===== src/hw/pxd_map.svh =====
// Address map, field positions and timing constants of the proximity output delay block
// Notes on behaviour
// - Sensitivity switch selects normal or high sensitivity for the echo front end.
// - Mode switch selects object sensing or break-beam background sensing.
// - Polarity switch makes the switched output normally open or normally closed.
// - Delay-select switch picks whether the program button sets the ON or OFF delay.
// - Output goes active only after detection persists for the whole ON delay.
// - Output goes inactive only after detection stays absent for the whole OFF delay.
// - Button hold time with release select becomes the new OFF delay.
// - Button hold time with assert select becomes the new ON delay.
// - When the double-press window after release expires, the delay is written to nonvolatile storage and green flashes in the same cycle.
// - Two successive presses reset the selected delay to minimum, amber flashes.
`ifndef PXD_MAP_SVH
`define PXD_MAP_SVH

// Widths
`define PXD_DELAY_W       16
`define PXD_TICK_W        16
`define PXD_ADDR_W        4
`define PXD_DATA_W        32

// Register byte offsets
`define PXD_ADDR_STATUS   4'h0
`define PXD_ADDR_ON_DLY   4'h4
`define PXD_ADDR_OFF_DLY  4'h8

// Status field positions
`define PXD_ST_OUT_ACT    0
`define PXD_ST_DETECT     1
`define PXD_ST_SENS_HIGH  2
`define PXD_ST_BACKGROUND 3
`define PXD_ST_NC         4
`define PXD_ST_SEL_ON     5
`define PXD_ST_BUTTON     6
`define PXD_ST_READY      7

// Storage slots
`define PXD_SLOT_ON       1'b0
`define PXD_SLOT_OFF      1'b1

// Timing
`define PXD_CLK_NS        50
`define PXD_TICK_NS       1000000
`define PXD_FLASH_TICKS   16'h00fa
`define PXD_DOUBLE_TICKS  16'h01f4
`define PXD_MIN_DELAY     16'h0000
`define PXD_DELAY_MAX     16'hffff

`endif


===== src/hw/pxd_pkg.sv =====
// Types of the proximity output delay block
`include "pxd_map.svh"

package pxd_pkg;

  typedef enum logic [3:0] {
    PXD_LOAD_ON      = 4'h0,
    PXD_LOAD_ON_WAIT = 4'h1,
    PXD_LOAD_ON_CAP  = 4'h2,
    PXD_LOAD_OFF     = 4'h3,
    PXD_LOAD_OFF_WT  = 4'h4,
    PXD_LOAD_OFF_CAP = 4'h5,
    PXD_IDLE         = 4'h6,
    PXD_HOLD         = 4'h7,
    PXD_GAP          = 4'h8,
    PXD_HOLD2        = 4'h9
  } pxd_state_e;

  typedef struct packed {
    logic detect;
    logic sens_high;
    logic background;
    logic nc;
    logic sel_on;
    logic button;
  } pxd_pins_s;

  typedef struct packed {
    pxd_state_e                  state;
    logic [`PXD_TICK_W-1:0]      tick_cnt;
    logic                        tick;
    logic [`PXD_DELAY_W-1:0]     on_dly;
    logic [`PXD_DELAY_W-1:0]     off_dly;
    logic [`PXD_DELAY_W-1:0]     run_cnt;
    logic                        out_act;
    logic [`PXD_DELAY_W-1:0]     hold_cnt;
    logic [`PXD_DELAY_W-1:0]     win_cnt;
    logic                        sel_on_cap;
    logic [`PXD_DELAY_W-1:0]     flash_cnt;
    logic                        flash_amber;
    logic                        led_green;
    logic                        led_amber;
    logic                        nvm_rd;
    logic                        nvm_we;
    logic                        nvm_addr;
    logic [`PXD_DELAY_W-1:0]     nvm_wdata;
    logic                        out_pin;
    logic                        sens_high;
    logic [`PXD_DATA_W-1:0]      rdata;
    logic                        btn_d;
    logic                        ready;
  } pxd_core_s;

endpackage : pxd_pkg


===== src/hw/pxd_sync.sv =====
// Three-stage pin synchroniser with agreement filter
`timescale 1ns/1ps
`default_nettype none

module pxd_sync #(
  parameter int W = 1
) (
  input  wire logic         clk_i,
  input  wire logic         rst_i,
  input  wire logic [W-1:0] d_i,
  output logic      [W-1:0] q_o
);

  logic [3:0][W-1:0] st_reg;
  logic [3:0][W-1:0] st_next;

  // Stage 1 feeds stage 2 only; output moves when stages 2 and 3 agree
  always_comb begin
    st_next    = st_reg;
    st_next[0] = d_i;
    st_next[1] = st_reg[0];
    st_next[2] = st_reg[1];
    for (int i = 0; i < W; i++) begin
      if (st_reg[1][i] == st_reg[2][i]) begin
        st_next[3][i] = st_reg[2][i];
      end
    end
  end

  // State register
  always_ff @(posedge clk_i) begin
    if (rst_i) begin
      st_reg <= '0;
    end else begin
      st_reg <= st_next;
    end
  end

  assign q_o = st_reg[3];

endmodule : pxd_sync

`default_nettype wire


===== src/hw/pxd_top.sv =====
// Switch configuration, programmable ON/OFF delay and storage sequencing of the proximity sensor
//
// The placing of the registers and the strobed register port are this design's own decisions.
`timescale 1ns/1ps
`default_nettype none
`include "pxd_map.svh"

module pxd_top #(
  parameter int TICK_CYCLES = `PXD_TICK_NS / `PXD_CLK_NS
) (
  input  wire logic                    CLK_SYS_I,
  input  wire logic                    SYS_RST_I,
  input  wire logic                    DETECT_I,
  input  wire logic                    SW_SENS_HIGH_I,
  input  wire logic                    SW_BACKGROUND_I,
  input  wire logic                    SW_NC_I,
  input  wire logic                    SW_SEL_ON_I,
  input  wire logic                    BUTTON_I,
  input  wire logic [`PXD_DELAY_W-1:0] NVM_RDATA_I,
  input  wire logic [`PXD_ADDR_W-1:0]  REG_ADDR_I,
  input  wire logic [`PXD_DATA_W-1:0]  REG_WDATA_I,
  input  wire logic                    REG_WR_I,
  input  wire logic                    REG_RD_I,
  output logic                         OUTPUT_O,
  output logic                         SENS_HIGH_O,
  output logic                         LED_GREEN_O,
  output logic                         LED_AMBER_O,
  output logic                         NVM_RD_O,
  output logic                         NVM_WE_O,
  output logic                         NVM_ADDR_O,
  output logic [`PXD_DELAY_W-1:0]      NVM_WDATA_O,
  output logic [`PXD_DATA_W-1:0]       REG_RDATA_O
);

  localparam logic [`PXD_TICK_W-1:0] TICK_LAST = `PXD_TICK_W'(TICK_CYCLES - 1);

  pxd_pkg::pxd_core_s cur_reg;
  pxd_pkg::pxd_core_s cur_next;
  pxd_pkg::pxd_pins_s pins_raw;
  pxd_pkg::pxd_pins_s pins;

  // All pins come from outside the clock domain
  assign pins_raw = '{
    detect:     DETECT_I,
    sens_high:  SW_SENS_HIGH_I,
    background: SW_BACKGROUND_I,
    nc:         SW_NC_I,
    sel_on:     SW_SEL_ON_I,
    button:     BUTTON_I
  };

  pxd_sync #(
    .W ($bits(pxd_pkg::pxd_pins_s))
  ) u_sync (
    .clk_i (CLK_SYS_I),
    .rst_i (SYS_RST_I),
    .d_i   (pins_raw),
    .q_o   (pins)
  );

  // Next-state logic of the whole block
  always_comb begin
    logic                    press;
    logic                    release_ev;
    logic                    det;
    logic [`PXD_DELAY_W-1:0] target;
    logic                    commit;
    logic [`PXD_DELAY_W-1:0] commit_val;
    logic                    commit_amber;
    logic [`PXD_DATA_W-1:0]  status;

    press        = 1'b0;
    release_ev   = 1'b0;
    det          = 1'b0;
    target       = '0;
    commit       = 1'b0;
    commit_val   = '0;
    commit_amber = 1'b0;
    status       = '0;

    cur_next        = cur_reg;
    cur_next.nvm_rd = 1'b0;
    cur_next.nvm_we = 1'b0;
    cur_next.rdata  = '0;

    // Tick divider for delay and hold timing
    cur_next.tick = 1'b0;
    if (cur_reg.tick_cnt == TICK_LAST) begin
      cur_next.tick_cnt = '0;
      cur_next.tick     = 1'b1;
    end else begin
      cur_next.tick_cnt = cur_reg.tick_cnt + 1'b1;
    end

    // Button edges
    press          = pins.button & ~cur_reg.btn_d;
    release_ev     = ~pins.button & cur_reg.btn_d;
    cur_next.btn_d = pins.button;

    // Background mode: detection is loss of the background echo
    det = pins.detect ^ pins.background;

    // Sensitivity selection passed to the front end
    cur_next.sens_high = pins.sens_high;

    // Delay engine, runs once stored delays are loaded
    if (cur_reg.ready) begin
      if (det == cur_reg.out_act) begin
        cur_next.run_cnt = '0;
      end else begin
        target = cur_reg.out_act ? cur_reg.off_dly : cur_reg.on_dly;
        if (cur_reg.run_cnt >= target) begin
          cur_next.out_act = det;
          cur_next.run_cnt = '0;
        end else if (cur_reg.tick) begin
          cur_next.run_cnt = cur_reg.run_cnt + 1'b1;
        end
      end
    end

    // Output polarity
    cur_next.out_pin = cur_next.out_act ^ pins.nc;

    // Acknowledge flash countdown
    if (cur_reg.tick && cur_reg.flash_cnt != '0) begin
      cur_next.flash_cnt = cur_reg.flash_cnt - 1'b1;
    end

    // Sequencer: storage load, then button programming
    case (cur_reg.state)
      pxd_pkg::PXD_LOAD_ON: begin
        cur_next.nvm_rd   = 1'b1;
        cur_next.nvm_addr = `PXD_SLOT_ON;
        cur_next.state    = pxd_pkg::PXD_LOAD_ON_WAIT;
      end
      pxd_pkg::PXD_LOAD_ON_WAIT: begin
        cur_next.state = pxd_pkg::PXD_LOAD_ON_CAP;
      end
      pxd_pkg::PXD_LOAD_ON_CAP: begin
        cur_next.on_dly = NVM_RDATA_I;
        cur_next.state  = pxd_pkg::PXD_LOAD_OFF;
      end
      pxd_pkg::PXD_LOAD_OFF: begin
        cur_next.nvm_rd   = 1'b1;
        cur_next.nvm_addr = `PXD_SLOT_OFF;
        cur_next.state    = pxd_pkg::PXD_LOAD_OFF_WT;
      end
      pxd_pkg::PXD_LOAD_OFF_WT: begin
        cur_next.state = pxd_pkg::PXD_LOAD_OFF_CAP;
      end
      pxd_pkg::PXD_LOAD_OFF_CAP: begin
        cur_next.off_dly = NVM_RDATA_I;
        cur_next.ready   = 1'b1;
        cur_next.state   = pxd_pkg::PXD_IDLE;
      end
      pxd_pkg::PXD_IDLE: begin
        if (press) begin
          cur_next.sel_on_cap = pins.sel_on;
          cur_next.hold_cnt   = '0;
          cur_next.state      = pxd_pkg::PXD_HOLD;
        end
      end
      pxd_pkg::PXD_HOLD: begin
        if (cur_reg.tick && cur_reg.hold_cnt != `PXD_DELAY_MAX) begin
          cur_next.hold_cnt = cur_reg.hold_cnt + 1'b1;
        end
        if (release_ev) begin
          cur_next.win_cnt = '0;
          cur_next.state   = pxd_pkg::PXD_GAP;
        end
      end
      pxd_pkg::PXD_GAP: begin
        if (press) begin
          cur_next.state = pxd_pkg::PXD_HOLD2;
        end else if (cur_reg.tick) begin
          if (cur_reg.win_cnt == `PXD_DOUBLE_TICKS - 1'b1) begin
            commit         = 1'b1;
            commit_val     = cur_reg.hold_cnt;
            cur_next.state = pxd_pkg::PXD_IDLE;
          end else begin
            cur_next.win_cnt = cur_reg.win_cnt + 1'b1;
          end
        end
      end
      pxd_pkg::PXD_HOLD2: begin
        if (release_ev) begin
          commit         = 1'b1;
          commit_val     = `PXD_MIN_DELAY;
          commit_amber   = 1'b1;
          cur_next.state = pxd_pkg::PXD_IDLE;
        end
      end
      default: begin
        cur_next.state = pxd_pkg::PXD_LOAD_ON;
      end
    endcase

    // Store a button-programmed delay and start its acknowledge
    if (commit) begin
      if (cur_reg.sel_on_cap) begin
        cur_next.on_dly = commit_val;
      end else begin
        cur_next.off_dly = commit_val;
      end
      cur_next.nvm_we      = 1'b1;
      cur_next.nvm_addr    = cur_reg.sel_on_cap ? `PXD_SLOT_ON : `PXD_SLOT_OFF;
      cur_next.nvm_wdata   = commit_val;
      cur_next.flash_cnt   = `PXD_FLASH_TICKS;
      cur_next.flash_amber = commit_amber;
    end

    // Software write of a delay, accepted only while the button sequencer idles
    if (REG_WR_I && cur_reg.state == pxd_pkg::PXD_IDLE && !press) begin
      case (REG_ADDR_I)
        `PXD_ADDR_ON_DLY: begin
          cur_next.on_dly    = REG_WDATA_I[`PXD_DELAY_W-1:0];
          cur_next.nvm_we    = 1'b1;
          cur_next.nvm_addr  = `PXD_SLOT_ON;
          cur_next.nvm_wdata = REG_WDATA_I[`PXD_DELAY_W-1:0];
        end
        `PXD_ADDR_OFF_DLY: begin
          cur_next.off_dly   = REG_WDATA_I[`PXD_DELAY_W-1:0];
          cur_next.nvm_we    = 1'b1;
          cur_next.nvm_addr  = `PXD_SLOT_OFF;
          cur_next.nvm_wdata = REG_WDATA_I[`PXD_DELAY_W-1:0];
        end
        default: begin
        end
      endcase
    end

    // Indicator colours follow the flash countdown
    cur_next.led_green = (cur_next.flash_cnt != '0) & ~cur_next.flash_amber;
    cur_next.led_amber = (cur_next.flash_cnt != '0) & cur_next.flash_amber;

    // Status word
    status[`PXD_ST_OUT_ACT]    = cur_reg.out_act;
    status[`PXD_ST_DETECT]     = det;
    status[`PXD_ST_SENS_HIGH]  = pins.sens_high;
    status[`PXD_ST_BACKGROUND] = pins.background;
    status[`PXD_ST_NC]         = pins.nc;
    status[`PXD_ST_SEL_ON]     = pins.sel_on;
    status[`PXD_ST_BUTTON]     = pins.button;
    status[`PXD_ST_READY]      = cur_reg.ready;

    // Read data, valid in the cycle after the strobe
    if (REG_RD_I) begin
      case (REG_ADDR_I)
        `PXD_ADDR_STATUS:  cur_next.rdata = status;
        `PXD_ADDR_ON_DLY:  cur_next.rdata = {{(`PXD_DATA_W-`PXD_DELAY_W){1'b0}}, cur_reg.on_dly};
        `PXD_ADDR_OFF_DLY: cur_next.rdata = {{(`PXD_DATA_W-`PXD_DELAY_W){1'b0}}, cur_reg.off_dly};
        default:           cur_next.rdata = '0;
      endcase
    end
  end

  // State register
  always_ff @(posedge CLK_SYS_I) begin
    if (SYS_RST_I) begin
      cur_reg       <= '0;
      cur_reg.state <= pxd_pkg::PXD_LOAD_ON;
    end else begin
      cur_reg <= cur_next;
    end
  end

  // Outputs straight from the state register
  assign OUTPUT_O    = cur_reg.out_pin;
  assign SENS_HIGH_O = cur_reg.sens_high;
  assign LED_GREEN_O = cur_reg.led_green;
  assign LED_AMBER_O = cur_reg.led_amber;
  assign NVM_RD_O    = cur_reg.nvm_rd;
  assign NVM_WE_O    = cur_reg.nvm_we;
  assign NVM_ADDR_O  = cur_reg.nvm_addr;
  assign NVM_WDATA_O = cur_reg.nvm_wdata;
  assign REG_RDATA_O = cur_reg.rdata;

endmodule : pxd_top

`default_nettype wire


===== config.mk =====
export PLATFORM = sky130hd
export DESIGN_NAME = pxd_top
export DESIGN_NICKNAME = d
export VERILOG_FILES = /design/src/hw/pxd_pkg.sv /design/src/hw/pxd_sync.sv /design/src/hw/pxd_top.sv
export VERILOG_INCLUDE_DIRS = /design/src /design/src/hw
export SDC_FILE = /design/constraint.sdc
export NUM_CORES = 1
export LEC_CHECK = 0
export ABC_AREA = 0
export BUFFER_PORTS_ARGS = -buffer_cell sky130_fd_sc_hd__buf_2
export CAP_MARGIN = 25
export CORE_ASPECT_RATIO = 1.25
export CORE_MARGIN = 4
export CORE_UTILIZATION = 56
export DETAILED_ROUTE_END_ITERATION = 8
export PLACE_DENSITY = 0.88
export SLEW_MARGIN = 20
export SYNTH_ARGS = -nofsm -noshare
export SYNTH_HDL_FRONTEND = slang
export SYNTH_HIERARCHICAL = 1
export SYNTH_SLANG_ARGS = --single-unit

===== constraint.sdc =====
create_clock -name CLK_SYS_I -period 7 [get_ports CLK_SYS_I]
set_input_delay 1.05 -clock CLK_SYS_I [delete_from_list [all_inputs] [get_ports CLK_SYS_I]]
set_output_delay 1.05 -clock CLK_SYS_I [all_outputs]
set_load 0.005 [all_outputs]

# Word-level counts from Yosys, hierarchy flattened
# Cells that the tools add are included.
# W data, S select, Z words.
dict set report word_totals {
  output_inout_bits 55
  ff_bits 201
  input_bits 62
  wordCells 148
}
dict set report op_classes {
  n_bitwise 10
  magnitude_cmp 1
  n_mux 50
  n_eq_ne 30
  n_reduce_logical 20
  addsub 5
}
# cell count
set ops {}
lappend ops {{$mux W16} 21}
lappend ops {{$add A16 B1 Y16 const B} 4}
lappend ops {{$mux W32} 2}
lappend ops {{$pmux W16 S2} 2}
lappend ops {{$pmux W16 S3} 1}
lappend ops {{$pmux W4 S10} 1}
lappend ops {{$mux W18} 2}
lappend ops {{$pmux W18 S2} 1}
lappend ops {{$reduce_bool A16 Y1} 2}
lappend ops {{$mux W4} 6}
lappend ops {{$eq A4 B3 Y1 const B} 5}
lappend ops {{$mux W17} 1}
lappend ops {{$eq A16 B15 Y1 const B} 1}
lappend ops {{$eq A16 B9 Y1 const B} 1}
lappend ops {{$ge A16 B16 Y1} 1}
lappend ops {{$ne A16 B16 Y1 const B} 1}
lappend ops {{$sub A16 B1 Y16 const B} 1}
lappend ops {{$ne A2 B2 Y1 const B} 7}
lappend ops {{$eq A4 B4 Y1 const B} 3}
lappend ops {{$mux W1} 11}
lappend ops {{$reduce_and A5 Y1} 2}
lappend ops {{$eq A4 B2 Y1 const B} 2}
lappend ops {{$logic_not A4 Y1} 2}
lappend ops {{$eq A1 B1 Y1} 7}
lappend ops {{13 further kinds} 29}

# Logic depth before layout (Yosys ltp)
dict set report logic_depth {
  depth_word 9
  mapped_depth 12
  ltp_nobuf 9
}

# Hierarchy
# The synthesis kept the hierarchy.
# module area_per_inst_um2 cells_each seq_area_each_um2 instances
set by_module_without_submodules {}
lappend by_module_without_submodules {pxd_top 8624.5 1015 3223.1 1}
lappend by_module_without_submodules {pxd_sync 765.7 68 480.5 1}

# Least setup slack after synthesis
# OpenSTA, ideal clock, no wires.
dict set report synth_timing {
  path_kind {register to register}
  startpoint {register cur_reg[107] in the netlist's numbering}
  endpoint {register cur_reg (netlist bit OUTPUT_O)}
  path_buffers 2
  path_slack_ns 3.746
  required_time_ns 6.879
  t_arrival_ns 3.133
  setup_time_ns 0.121
  path_stages_with_launch 12
  period_less_slack_ns 3.254
  cell_sequence {dfxtp_1 > clkbuf_1 > buf_1 > mux2i_1 > ha_1 > nand2_1 > o21ai_1 > a41oi_1 > or2_1 > or2_2 > a311oi_1 > mux2_2}
}
dict set report synth_between {
  elab_chain_len 6
  elab_cells_between_ends 7
  classes_between {order compare: 1; eq/ne: 1; mux: 4; bitwise: 1}
}
# item line_no
set synth_lines {}
lappend synth_lines {{from (decl)} pxd_top.sv:37} ;# pxd_pkg::pxd_core_s cur_reg;
lappend synth_lines {{from (signal assigned)} pxd_top.sv:263} ;# cur_reg <= cur_next;
lappend synth_lines {{$mux W16} pxd_top.sv:111} ;# target = cur_reg.out_act ? cur_reg.off_dly : cur_reg.on_dly;
lappend synth_lines {{$ge A16 B16 Y1} pxd_top.sv:112} ;# if (cur_reg.run_cnt >= target) begin
lappend synth_lines {{$mux W1} pxd_top.sv:112}
lappend synth_lines {{$mux W1} pxd_top.sv:108} ;# if (det == cur_reg.out_act) begin
lappend synth_lines {{$mux W1 (*)} pxd_top.sv:107} ;# if (cur_reg.ready) begin
lappend synth_lines {{$xor A1 B1 Y1 (*)} pxd_top.sv:122} ;# cur_next.out_pin = cur_next.out_act ^ pins.nc;
# Mark *: on every way between the ends. The rest lies on a longest branch, timed or not.
# A chain may end at the register's enable or synchronous reset.

# Worst setup path in the final report
# Ends and elaborated chain as after synthesis.

==> results.md <==
- Die footprint: 18,900 um^2
- Final period util: 0.492
- Synth Register Bits: 185
- Vias per cell: ~6
- Fmax: 290 MHz
- Async SR Flop Fraction: 0
- Worst-skew pair later-pin latency: 0.44 ns
- I/O Pins: 117
- Resized Gates After CTS: 0
- Post CTS Setup Buffer Count: 0
- # port buffers: 84
- Crit start category: register
- Num CTS Buffers: 17
- CP endpoint kind: register
- Critical Setup Path Class: reg -> reg
- Max transition margin: 0.311
- Mapped Avg Cell Area: between 8 and 9 um^2
- GP Congestion: ~0.94
- Worst R2R Setup Slack: ~3.6 ns
- Number of DRC markers in iteration 0: approximately 540
- Gr usage total: 0.238
- Max reg flops: 122
- Initial Util: 0.575
- Drt pass-1 iters: 5
- Via count: 7,973
- Peak supply drop: 188 uV
- Die width: 124 um
- Synth cell types: 71
- Crit Reg-Reg Startpoint: cur_reg[107]$_SDFF_PP0_
- Primary FF master, synth: dfxtp_1
- Slew Viols, Final: 0
- Clk pin slew, worst setup/hold paths: approximately 0.070 ns
- YS warnings: 6
- Drt drc: 0
- # nets final: 1,187
- Setup Skew: 0.00992 ns
- GRT overflow: 0
- Cells on worst reg2reg path: 10
- Initial antenna violation count: 0
- Mapped Area: 9390 um^2
- CP max FO: 20
- H-tree depth: 4
- Routed WL: around 22,000 um
- Hold path depth: 1
- Setup tns final: 0 ns
- Worst Hold Class: reg -> reg
- Setup violators final: 0
- Number of synthesized flops with an enable pin: 0
- Share of cells above drive strength 1: 0.162
- Final ANT Viol Nets: 0
- Clock buffer depth: 2
- Crit path DAT: 3.77 ns
- Power Density: 235 nW/um^2
- Largest net degree at the start of global routing: 44
- Clk Tree Root Cell: clkbuf_16
- Synthesis-to-layout area growth: 8.29%
- Max Cap Violations: 0
- WL/cell: 16.7 um
- Hold Violations, Final: 0
- DP Cell Count: 1,300
- Vias in the first global route: 7,799
- Hold path start: u_sync/st_next[11]$_SDFF_PP0_
- Post-Layout Cell Count: 1,331
- Worst-margin pin slew: between 1 and 1.5 ns
- Register area share after synthesis: 0.394
- Final critical-path required period: 3.45 ns
- Die Y: 153 um
- P_leak: slightly below 4 nW
- Clk sinks: 185
- Placement Rows: 52
- Hold_buf cts: 0
- WP data required: around 7.3 ns
- Detail Placement HPWL: roughly 16,000 um
- Status: completed
- R2R Path End: OUTPUT_O$_SDFF_PP0_
- CTS tree: built
- Mapped Cells: ~1.1k
- Hold EP: u_sync/st_next[17]$_SDFF_PP0_
- Unrepaired setup endpoints after global routing: false
- CORE AREA: 16,300 um^2
- # diodes: 0
- First-pass GRT wire length: 36,600 um
## placed cells by master, fill, tap and decap left out, drive strengths merged, types with 22 or more instances in the layout
master	instances
nor2b	23
mux2	25
or3	26
nand4	31
nor2	116
xor2	36
nand3	48
a21oi	59
ha	22
dfxtp	185
nand2	119
buf	93
mux2i	34
o21ai	43
## cell type report
| type | count | area [um^2] |
|---|---|---|
| fill | 1301 | 6160 |
| multi-input combinational | 793 | 5030 |
| sequential | 185 | 3700 |
| timing repair buffer | 93 | 492 |
| clock buffer | 18 | 429 |
| tap | 216 | 270 |
| clock inverter | 13 | 194 |
| inverter | 13 | 48.8 |
## cells in the mapped netlist (all sizes together), types with 22 or more instances
master | count | area (um^2)
ha | 22 | 275
nand2 | 119 | 449
mux2i | 34 | 340
clkbuf | 25 | 93.8
buf | 82 | 569
or3 | 26 | 168
nand3 | 48 | 240
xor2 | 36 | 315
nor2 | 116 | 453
nor2b | 23 | 161
mux2 | 25 | 282
o21ai | 43 | 223
dfxtp | 185 | 3700
a21oi | 59 | 295
nand4 | 31 | 209
## worst max path at each step
stage,to,slack (ns),startpoint
floorplan,OUTPUT_O$_SDFF_PP0_,3.75,cur_reg[107]$_SDFF_PP0_
global placement,cur_reg[140]$_SDFF_PP0_,3.53,REG_ADDR_I[3]
detailed placement,OUTPUT_O$_SDFF_PP0_,3.78,cur_reg[107]$_SDFF_PP0_
CTS,OUTPUT_O$_SDFF_PP0_,3.64,cur_reg[107]$_SDFF_PP0_
global route,cur_reg[113]$_SDFFE_PP0P_,3.48,cur_reg[107]$_SDFF_PP0_
finish,OUTPUT_O$_SDFF_PP0_,3.55,cur_reg[107]$_SDFF_PP0_
## report_power, final
part	internal, W	switching, W
logic	0.000110	0.000135
clock network	0.000600	0.000422
registers	0.00108	0.0000348
## logic make-up (layout without fill, tap and decap cells)
group                      after synthesis  after routing  synth area share
and+or+nand+nor                        454            454             0.256
DFF                                    185            185             0.394
xor gates and xnor gates                53             53            0.0494
buffers and inverters                  120            137            0.0758
muxes                                   59             59            0.0662
other                                    1             16          0.000399
AOI/OAI and AO/OA                      189            189             0.128
adders and majority gates               22             22            0.0293
## routing by layer
metal / up-vias / part of all wire / global-route usage
met4: 0 / 0.041 / 0.122
met5: - / 0 / 0
met1: 3776 / 0.38 / 0.266
met3: 85 / 0.063 / 0.0464
li1: 3798 / - / -
met2: 314 / 0.51 / 0.419
## metrics by stage
stage | power [W] | util | setup slack [ns] | area, um^2 | hold slack [ns]
6_report | 0.00239 | 0.623 | 3.55 | 10200 | 0.433
5_1_grt | 0.00246 | 0.623 | 3.48 | 10200 | 0.462
4_1_cts | 0.00239 | 0.623 | 3.64 | 10200 | 0.436
3_5_place_dp | 0.00138 | 0.585 | 3.78 | 9550 | 0.418
3_3_place_gp | 0.00137 | 0.582 | 3.53 | 9510 | 0.415
2_1_floorplan | 0.00132 | - | 3.75 | 9450 | 0.411
## worst max-delay path, stage by stage (launching register included)
cell and delay [ns]:
dfxtp_1 0.32, buf_4 0.31, mux2_2 0.40, ha_1 0.29
a31oi_1 0.08, nor2b_1 0.18, a311oi_1 0.11, o211a_1 0.30
or2_2 0.33, a311oi_1 0.61, mux2_2 0.41
(Power assumes the default switching activity.)
